**src/rtl/bbs_pkg.sv**
```systemverilog
`default_nettype none

package bbs_pkg;

	// ***************************************************************
	// Register map (byte addresses, one 32-bit word each)
	// ***************************************************************
	localparam logic [7:0] REG_CTRL   = 8'h00; // Bit 0: extended set enable
	localparam logic [7:0] REG_BANK   = 8'h04; // Bank select, bits 3:0
	localparam logic [7:0] REG_INDEX  = 8'h08; // Indexed-offset base, bits 11:0
	localparam logic [7:0] REG_FLAGS  = 8'h0C; // Status flags N, OV, Z
	localparam logic [7:0] REG_PC     = 8'h10; // Program counter
	localparam logic [7:0] REG_INSTR  = 8'h14; // Write issues one instruction
	localparam logic [7:0] REG_STATUS = 8'h18; // Busy, bad opcode (write 1 clears)

	// ***************************************************************
	// Field positions and reset values
	// ***************************************************************
	localparam int CTRL_EXT   = 0;
	localparam int FLG_Z      = 0;
	localparam int FLG_OV     = 1;
	localparam int FLG_N      = 2;
	localparam int STAT_BUSY  = 0;
	localparam int STAT_BAD   = 1;
	localparam int PC_W       = 21;
	localparam int ADDR_W     = 12;
	localparam logic [PC_W-1:0]   PC_RESET    = 21'h00_0000;
	localparam logic [PC_W-1:0]   PC_INC      = 21'h00_0002;
	localparam logic [ADDR_W-1:0] INDEX_RESET = 12'h000;

	// ***************************************************************
	// Opcodes, addressing and timing
	// ***************************************************************
	localparam logic [7:0] OP_BR_NOT_NEG = 8'hE7;
	localparam logic [7:0] OP_BR_NOT_OV  = 8'hE5;
	localparam logic [7:0] OP_BR_NOT_Z   = 8'hE1;
	localparam logic [4:0] OP_BR_ALWAYS  = 5'h1A;  // 1101 0
	localparam logic [3:0] OP_SET_BIT    = 4'h8;
	localparam logic [7:0] IDX_LIMIT      = 8'h5F; // 95
	localparam logic [7:0] ACCESS_SPLIT   = 8'h80; // Low half of access bank
	localparam logic [3:0] ACCESS_HI_BANK = 4'hF;  // Bank of the upper half
	localparam int         QPHASES        = 4;     // Quarter-cycles per cycle

	typedef enum logic [1:0] {ST_IDLE, ST_EXEC, ST_NOP} bbs_state_t;
	typedef enum logic [2:0] {
		K_BRANCH_NOT_NEGATIVE, K_BRANCH_NOT_OVERFLOW, K_BRANCH_NOT_ZERO,
		K_BRANCH_ALWAYS, K_SET_FILE_BIT, K_BAD
	} bbs_kind_t;

endpackage : bbs_pkg

`default_nettype wire

```
**src/rtl/bbs_q_if.sv**
```systemverilog
`timescale 1ns/1ns
`default_nettype none

// Quarter-cycle phase shared between the sequencer and the core
interface bbs_q_if;
	logic       run;
	logic [1:0] q;
	modport seq  (input run, output q);
	modport core (output run, input q);
endinterface : bbs_q_if

`default_nettype wire

```
**src/rtl/bbs_qseq.sv**
```systemverilog
`timescale 1ns/1ns
`default_nettype none

module bbs_qseq (
	input  wire logic clk_i,
	input  wire logic rst_i,
	bbs_q_if.seq      qb
);
	// ***************************************************************
	// Quarter-cycle counter
	// ***************************************************************
	typedef struct packed {
		logic [1:0] q;
	} bbs_seq_t;

	bbs_seq_t s_q;
	bbs_seq_t s_d;

	// The phase counter is two bits wide, so only four phases fit
	if (bbs_pkg::QPHASES != 4) begin : g_chk
		$error("bbs_qseq: phase count must be four");
	end

	// Held at Q1 while idle so every instruction starts on a clean Q1
	always_comb begin
		s_d = s_q;
		s_d.q = qb.run ? s_q.q + 2'd1 : 2'd0;
	end

	always_ff @(posedge clk_i) begin
		if (rst_i) begin
			s_q <= '0;
		end else begin
			s_q <= s_d;
		end
	end

	assign qb.q = s_q.q;

endmodule : bbs_qseq

`default_nettype wire

```
**src/rtl/bbs_core.sv**
```systemverilog
// The implementer's own choices: the Wishbone interface to the registers and the register offsets.
`timescale 1ns/1ns
`default_nettype none

module bbs_core (
	input  wire logic        clk_i,
	input  wire logic        rst_i,
	input  wire logic        wb_cyc_i,
	input  wire logic        wb_stb_i,
	input  wire logic        wb_we_i,
	input  wire logic [7:0]  wb_adr_i,
	input  wire logic [3:0]  wb_sel_i,
	input  wire logic [31:0] wb_dat_i,
	output logic      [31:0] wb_dat_o,
	output logic             wb_ack_o,
	output logic      [11:0] mem_addr_o,
	output logic      [7:0]  mem_wdata_o,
	output logic             mem_we_o,
	input  wire logic [7:0]  mem_rdata_i,
	output logic      [20:0] pc_o,
	output logic             busy_o
);
	// ***************************************************************
	// State
	// ***************************************************************
	typedef struct packed {
		bbs_pkg::bbs_state_t state;
		bbs_pkg::bbs_kind_t  kind;
		logic [15:0] ir;
		logic [20:0] pc;
		logic [20:0] target;
		logic [10:0] off;
		logic        taken;
		logic [11:0] maddr;
		logic [7:0]  mwdata;
		logic        mwe;
		logic [7:0]  rdat;
		logic        ext_en;
		logic [3:0]  bank;
		logic [11:0] index;
		logic [2:0]  flags;
		logic        bad;
		logic        busy;
		logic        ack;
		logic [31:0] dato;
	} bbs_core_t;

	bbs_core_t   s_q;
	bbs_core_t   s_d;
	bbs_q_if     qb ();
	logic        req;
	logic [7:0]  bmask;
	logic [11:0] idx_addr;

	bbs_qseq u_qseq (
		.clk_i (clk_i),
		.rst_i (rst_i),
		.qb    (qb.seq)
	);

	assign qb.run   = s_q.busy;
	assign req      = wb_cyc_i & wb_stb_i & ~s_q.ack;
	assign bmask    = 8'h01 << s_q.ir[11:9];
	assign idx_addr = s_q.index + {4'h0, s_q.ir[7:0]};

	// Only the lanes enabled by sel are written
	function automatic logic [31:0] lane_merge(input logic [31:0] o, input logic [31:0] w,
		input logic [3:0] sel);
		logic [31:0] r;
		r = o;
		for (int i = 0; i < 4; i++) begin
			if (sel[i]) begin
				r[i*8 +: 8] = w[i*8 +: 8];
			end
		end
		return r;
	endfunction : lane_merge

	// ***************************************************************
	// Bus slave and instruction execution
	// ***************************************************************
	always_comb begin
		logic [31:0] wv;
		wv = 32'h0000_0000;
		s_d = s_q;
		s_d.mwe = 1'b0;
		s_d.ack = 1'b0;
		// One wait state: ack the cycle after the request, drop it the next
		if (req) begin
			s_d.ack = 1'b1;
			case (wb_adr_i)
				bbs_pkg::REG_CTRL:   s_d.dato = {31'h0000_0000, s_q.ext_en};
				bbs_pkg::REG_BANK:   s_d.dato = {28'h000_0000, s_q.bank};
				bbs_pkg::REG_INDEX:  s_d.dato = {20'h0_0000, s_q.index};
				bbs_pkg::REG_FLAGS:  s_d.dato = {29'h0000_0000, s_q.flags};
				bbs_pkg::REG_PC:     s_d.dato = {11'h000, s_q.pc};
				bbs_pkg::REG_INSTR:  s_d.dato = {16'h0000, s_q.ir};
				bbs_pkg::REG_STATUS: s_d.dato = {30'h0000_0000, s_q.bad, s_q.busy};
				default:             s_d.dato = 32'h0000_0000;
			endcase
			if (wb_we_i) begin
				case (wb_adr_i)
					bbs_pkg::REG_CTRL: begin
						wv = lane_merge({31'h0000_0000, s_q.ext_en}, wb_dat_i, wb_sel_i);
						s_d.ext_en = wv[bbs_pkg::CTRL_EXT];
					end
					bbs_pkg::REG_BANK: begin
						wv = lane_merge({28'h000_0000, s_q.bank}, wb_dat_i, wb_sel_i);
						s_d.bank = wv[3:0];
					end
					bbs_pkg::REG_INDEX: begin
						wv = lane_merge({20'h0_0000, s_q.index}, wb_dat_i, wb_sel_i);
						s_d.index = wv[11:0];
					end
					bbs_pkg::REG_FLAGS: begin
						wv = lane_merge({29'h0000_0000, s_q.flags}, wb_dat_i, wb_sel_i);
						s_d.flags = wv[2:0];
					end
					bbs_pkg::REG_PC: begin
						// PC moves under software only between instructions
						wv = lane_merge({11'h000, s_q.pc}, wb_dat_i, wb_sel_i);
						if (!s_q.busy) begin
							s_d.pc = wv[20:0];
						end
					end
					bbs_pkg::REG_INSTR: begin
						wv = lane_merge({16'h0000, s_q.ir}, wb_dat_i, wb_sel_i);
						if (!s_q.busy) begin
							s_d.ir    = wv[15:0];
							s_d.state = bbs_pkg::ST_EXEC;
							s_d.busy  = 1'b1;
						end
					end
					bbs_pkg::REG_STATUS: begin
						if (wb_sel_i[0] && wb_dat_i[bbs_pkg::STAT_BAD]) begin
							s_d.bad = 1'b0;
						end
					end
					default: ;
				endcase
			end
		end
		// Execution follows the bus so a hardware set beats a software clear
		case (s_q.state)
			bbs_pkg::ST_EXEC: begin
				case (qb.q)
					2'd0: begin
						// Q1: decode, step PC past this word, form file address
						s_d.pc = s_q.pc + bbs_pkg::PC_INC;
						if (s_q.ir[15:8] == bbs_pkg::OP_BR_NOT_NEG) begin
							s_d.kind = bbs_pkg::K_BRANCH_NOT_NEGATIVE;
						end else if (s_q.ir[15:8] == bbs_pkg::OP_BR_NOT_OV) begin
							s_d.kind = bbs_pkg::K_BRANCH_NOT_OVERFLOW;
						end else if (s_q.ir[15:8] == bbs_pkg::OP_BR_NOT_Z) begin
							s_d.kind = bbs_pkg::K_BRANCH_NOT_ZERO;
						end else if (s_q.ir[15:11] == bbs_pkg::OP_BR_ALWAYS) begin
							s_d.kind = bbs_pkg::K_BRANCH_ALWAYS;
						end else if (s_q.ir[15:12] == bbs_pkg::OP_SET_BIT) begin
							s_d.kind = bbs_pkg::K_SET_FILE_BIT;
						end else begin
							s_d.kind = bbs_pkg::K_BAD;
						end
						if (!s_q.ir[8] && s_q.ext_en && s_q.ir[7:0] <= bbs_pkg::IDX_LIMIT) begin
							s_d.maddr = idx_addr;
						end else if (s_q.ir[8]) begin
							s_d.maddr = {s_q.bank, s_q.ir[7:0]};
						end else if (s_q.ir[7:0] < bbs_pkg::ACCESS_SPLIT) begin
							s_d.maddr = {4'h0, s_q.ir[7:0]};
						end else begin
							s_d.maddr = {bbs_pkg::ACCESS_HI_BANK, s_q.ir[7:0]};
						end
					end
					2'd1: begin
						// Q2: read the literal; the memory sees the address now
						if (s_q.kind == bbs_pkg::K_BRANCH_ALWAYS) begin
							s_d.off = s_q.ir[10:0];
						end else begin
							s_d.off = {{3{s_q.ir[7]}}, s_q.ir[7:0]};
						end
					end
					2'd2: begin
						// Q3: process; flags are sampled here, not at decode
						s_d.rdat   = mem_rdata_i;
						s_d.target = s_q.pc + {{9{s_q.off[10]}}, s_q.off, 1'b0};
						case (s_q.kind)
							bbs_pkg::K_BRANCH_NOT_NEGATIVE: s_d.taken = ~s_q.flags[bbs_pkg::FLG_N];
							bbs_pkg::K_BRANCH_NOT_OVERFLOW: s_d.taken = ~s_q.flags[bbs_pkg::FLG_OV];
							bbs_pkg::K_BRANCH_NOT_ZERO:     s_d.taken = ~s_q.flags[bbs_pkg::FLG_Z];
							bbs_pkg::K_BRANCH_ALWAYS:       s_d.taken = 1'b1;
							default:                        s_d.taken = 1'b0;
						endcase
					end
					default: begin
						// Q4: write PC or file register
						s_d.state = bbs_pkg::ST_IDLE;
						s_d.busy  = 1'b0;
						if (s_q.taken) begin
							s_d.pc    = s_q.target;
							s_d.state = bbs_pkg::ST_NOP;
							s_d.busy  = 1'b1;
						end
						if (s_q.kind == bbs_pkg::K_SET_FILE_BIT) begin
							s_d.mwdata = s_q.rdat | bmask;
							s_d.mwe    = 1'b1;
						end
						if (s_q.kind == bbs_pkg::K_BAD) begin
							s_d.bad = 1'b1;
						end
					end
				endcase
			end
			bbs_pkg::ST_NOP: begin
				// Second cycle of a taken branch: four idle quarters
				if (qb.q == 2'd3) begin
					s_d.state = bbs_pkg::ST_IDLE;
					s_d.busy  = 1'b0;
					s_d.taken = 1'b0;
				end
			end
			default: ;
		endcase
	end

	always_ff @(posedge clk_i) begin
		if (rst_i) begin
			s_q       <= '0;
			s_q.state <= bbs_pkg::ST_IDLE;
			s_q.kind  <= bbs_pkg::K_BAD;
			s_q.pc    <= bbs_pkg::PC_RESET;
			s_q.index <= bbs_pkg::INDEX_RESET;
		end else begin
			s_q <= s_d;
		end
	end

	// Outputs straight from the state register
	assign wb_dat_o    = s_q.dato;
	assign wb_ack_o    = s_q.ack;
	assign mem_addr_o  = s_q.maddr;
	assign mem_wdata_o = s_q.mwdata;
	assign mem_we_o    = s_q.mwe;
	assign pc_o        = s_q.pc;
	assign busy_o      = s_q.busy;
endmodule : bbs_core

`default_nettype wire

```
**config.mk**
```make
export PLATFORM = sky130hd
export DESIGN_NAME = bbs_core
export DESIGN_NICKNAME = d
export VERILOG_FILES = /design/src/rtl/bbs_pkg.sv /design/src/rtl/bbs_q_if.sv /design/src/rtl/bbs_qseq.sv /design/src/rtl/bbs_core.sv
export SDC_FILE = /design/constraint.sdc
export NUM_CORES = 1
export LEC_CHECK = 0
export ABC_AREA = 0
export BUFFER_PORTS_ARGS = -buffer_cell sky130_fd_sc_hd__buf_2
export CAP_MARGIN = 10
export CORE_UTILIZATION = 50
export CTS_CLUSTER_DIAMETER = 150
export DETAILED_ROUTE_END_ITERATION = 12
export PLACE_DENSITY = 0.77
export SLEW_MARGIN = 10
export SYNTH_ARGS = -nofsm -noshare
export SYNTH_HDL_FRONTEND = slang
export SYNTH_SLANG_ARGS = --single-unit
```
**constraint.sdc**
```tcl
create_clock -name clk_i -period 2.93 [get_ports clk_i]
set_input_delay 0.586 -clock clk_i [delete_from_list [all_inputs] [get_ports clk_i]]
set_output_delay 0.586 -clock clk_i [all_outputs]
set_load 0.02 [all_outputs]
```
==> results.sh <==
export IMPL_hold_path_class="in -> reg"
export IMPL_period_minus_slack_ns=2.618
export IMPL_final_setup_tns_ns=0
export IMPL_ir_drop_v=0.0004028
export IMPL_hold_viol=0
export IMPL_h_tree_depth=4
export IMPL_setup_worst_path_start_class="flip-flop"
export IMPL_port_buffer_count=109
export IMPL_power_switching_mw=1.039
export IMPL_ant_nets=0
export IMPL_yosysMostFrequentCell="dfxtp_1"
export IMPL_yosys_top_cells_area="dfxtp_1 (34%), buf_4 (6.4%), nand2_1 (6.0%)"
export IMPL_drive_gt1_frac=0.2040
export IMPL_start_util=0.5144
export IMPL_status="finished clean"
export IMPL_cts_path_max_buffers=2
export IMPL_crit_arrival_ns=2.95
export IMPL_syn_inst=1110
export IMPL_cts_tree="done"
export IMPL_grt_start_max_net_pins=57
export IMPL_min_from="mem_rdata_i[1]"
export IMPL_synth_flop_cell="dfxtp_1"
export IMPL_crit_start="pc_o[1]$_SDFF_PP0_"
export IMPL_post_route_util=0.5662
export IMPL_pwr_share_clk=0.498
export IMPL_p_per_area_mw_per_mm2=446.5
export IMPL_p_int_mw=3.365
export IMPL_gp_congestion=0.9135
export IMPL_synth_cell_types=65
export IMPL_first_global_vias=7569
export IMPL_antenna_found_initial=0
export IMPL_fin_nets=1233
export IMPL_grt_total_usage=0.2764
export IMPL_pre_cts_slack_ns=0.2316
export IMPL_syn_area_per_cell_sq_um=8.072
export IMPL_placed_cell_area_sq_mm=0.009268
export IMPL_cts_root_buf="clkbuf_16"
export IMPL_maxSlewViolCount=0
export IMPL_grt_first_pass_wirelength_um=39660
export IMPL_routed_via_density=6.070
export IMPL_rows=48
export IMPL_synth_top_area_frac=0.3351
export IMPL_first_pass_iters=9
export IMPL_synth_warnings=0
export IMPL_synth_async_reset_ratio=0
export IMPL_synth_edff_count=0
export IMPL_reg2reg_from="pc_o[1]$_SDFF_PP0_"
export IMPL_netlist_area_sq_mm=0.008960
export IMPL_slew_headroom=0.4153
export IMPL_fin_cells=1377
export IMPL_dieArea_sq_mm=0.01846
export IMPL_comb_power_share=0.039
export IMPL_cts_sinks=150
export IMPL_worstMarginPinSlew_ns=0.8771
export IMPL_die_h_um=135.9
export IMPL_post_cts_buffers=0
export IMPL_area_growth_pct=10.07
export IMPL_io_pins=133
export IMPL_routed_wl_um=25080
export IMPL_diodes=0
export IMPL_final_cell_area_sq_mm=0.009862
export IMPL_post_route_drc_count=0
export IMPL_core_area_sq_mm=0.01742
export IMPL_maxCapViolCount=0
export IMPL_route_vias_total=8358
export IMPL_dp_cells=1346
export IMPL_seqPwrFrac=0.463
export IMPL_p_leak_nw=3.862
export IMPL_clkTransAtPathRegs_ns=0.07
export IMPL_swShare=0.2358
export IMPL_wl_per_cell_um=18.22
export IMPL_hold_slack_ns=0.3897
export IMPL_numCtsBuffers=17
export IMPL_power_total_mw=4.404
export IMPL_hpwl_um=18160
export IMPL_ys_seq_area_frac=0.3351
export IMPL_die_w_um=135.9
export IMPL_min_period_over_period=0.8936
export IMPL_critPathRequiredTime_ns=3.27
export IMPL_synth_area_leader_cell="dfxtp_1"
export IMPL_globalRouteOverflowTotal=0
export IMPL_rsz0062_at_grt="false"
export IMPL_fmax_ghz=0.3819
export IMPL_worstSetupPathType="reg -> reg"
export IMPL_setup_viol=0
export IMPL_ys_ff_latch=150
export IMPL_clock_latency_ns=0.44
export IMPL_end_kind="flip-flop"
export IMPL_first_iter_violations=851
export IMPL_layout_setup_ws_ns=0.3117
export IMPL_path_max_fanout=3
export IMPL_finClkSkew_ns=0.007143
export IMPL_synthTopCellsByCount="dfxtp_1 (150), nand2_1 (143), nor2_1 (110)"
## worst max-delay path, cell delays in order (launching register included)
cell and delay (ns):
dfxtp_1 0.31, ha_1 0.26, fa_1 0.47, a211oi_2 0.27
o21ai_0 0.22, a211oi_1 0.30, o21ai_0 0.17, or2_2 0.30
a41o_1 0.23
## logic make-up (layout without fill, tap and decap cells)
logic type / Yosys count / in the layout / share of synthesized area
simple gates: 408 / 408 / 0.2173
compound gates: 276 / 276 / 0.2070
buf+inv: 159 / 191 / 0.09901
flops: 150 / 150 / 0.3351
mux: 53 / 53 / 0.06284
fa+ha+maj: 36 / 36 / 0.05195
xor+xnor: 27 / 27 / 0.02639
other cells: 1 / 11 / 0.0004185
## placed cells by master, fill, tap and decap left out, drive strengths merged, types with 24 or more instances in the layout
master / Yosys / routed
a211oi: 24 / 24
a21oi: 89 / 89
a22oi: 27 / 27
buf: 88 / 144
dfxtp: 150 / 150
ha: 34 / 34
mux2: 26 / 26
mux2i: 27 / 27
nand2: 143 / 143
nand3: 28 / 28
nor2: 111 / 111
nor3: 31 / 31
o21ai: 48 / 48
## sequential cells by signal (all words and copies together), names as in the netlist
name,cells
busy_o,1
wb_dat_o,21
s_q,83
u_qseq.qb.q,2
mem_addr_o,12
wb_ack_o,1
mem_we_o,1
mem_wdata_o,8
pc_o,21
## path summary, 6_finish.rpt
kind | depth (start not counted) | slack (ns) | to
max reg2reg | 8 | 0.31 | s_q[111]$_SDFFE_PP0P_
min | 3 | 0.39 | s_q[56]$_SDFFE_PP0P_
max | 8 | 0.31 | s_q[111]$_SDFFE_PP0P_
min reg2reg | 2 | 0.46 | wb_dat_o[18]$_SDFFE_PP0N_
## layout make-up
| cell class | instances | area (sq um) |
|---|---|---|
| clock buffer | 18 | 439.2 |
| clock inverter | 13 | 150.1 |
| fill | 1564 | 7555 |
| inverter | 16 | 60.06 |
| multi-input combinational | 811 | 5117 |
| sequential | 150 | 3003 |
| tap | 225 | 281.5 |
| timing repair buffer | 144 | 810.8 |
## metal layers
metal	vias up	track usage	share of wire	wire, um
li1	3969	-	-	-
met1	3957	0.3708	0.45	11210
met3	50	0.04698	0.076	1913
met4	0	0.1148	0.028	695
met2	382	0.4376	0.45	11260
met5	-	0	0	0
## power groups by stage
stage	clock [mW]	sequential [mW]	combinational, mW
2_1_floorplan	0	2.09	0.0976
3_3_place_gp	0	2.09	0.166
3_5_place_dp	0	2.09	0.167
4_1_cts	2.20	2.04	0.167
5_1_grt	2.28	2.04	0.180
6_report	2.19	2.04	0.171
## timing repair
| item | 4_1_cts | 5_1_grt |
|---|---|---|
| resized for setup | 0 | 1 |
| endpoints found under the setup margin | 0 | 1 |
| hold buffers | 0 | 0 |
(Power assumes the default switching activity.)
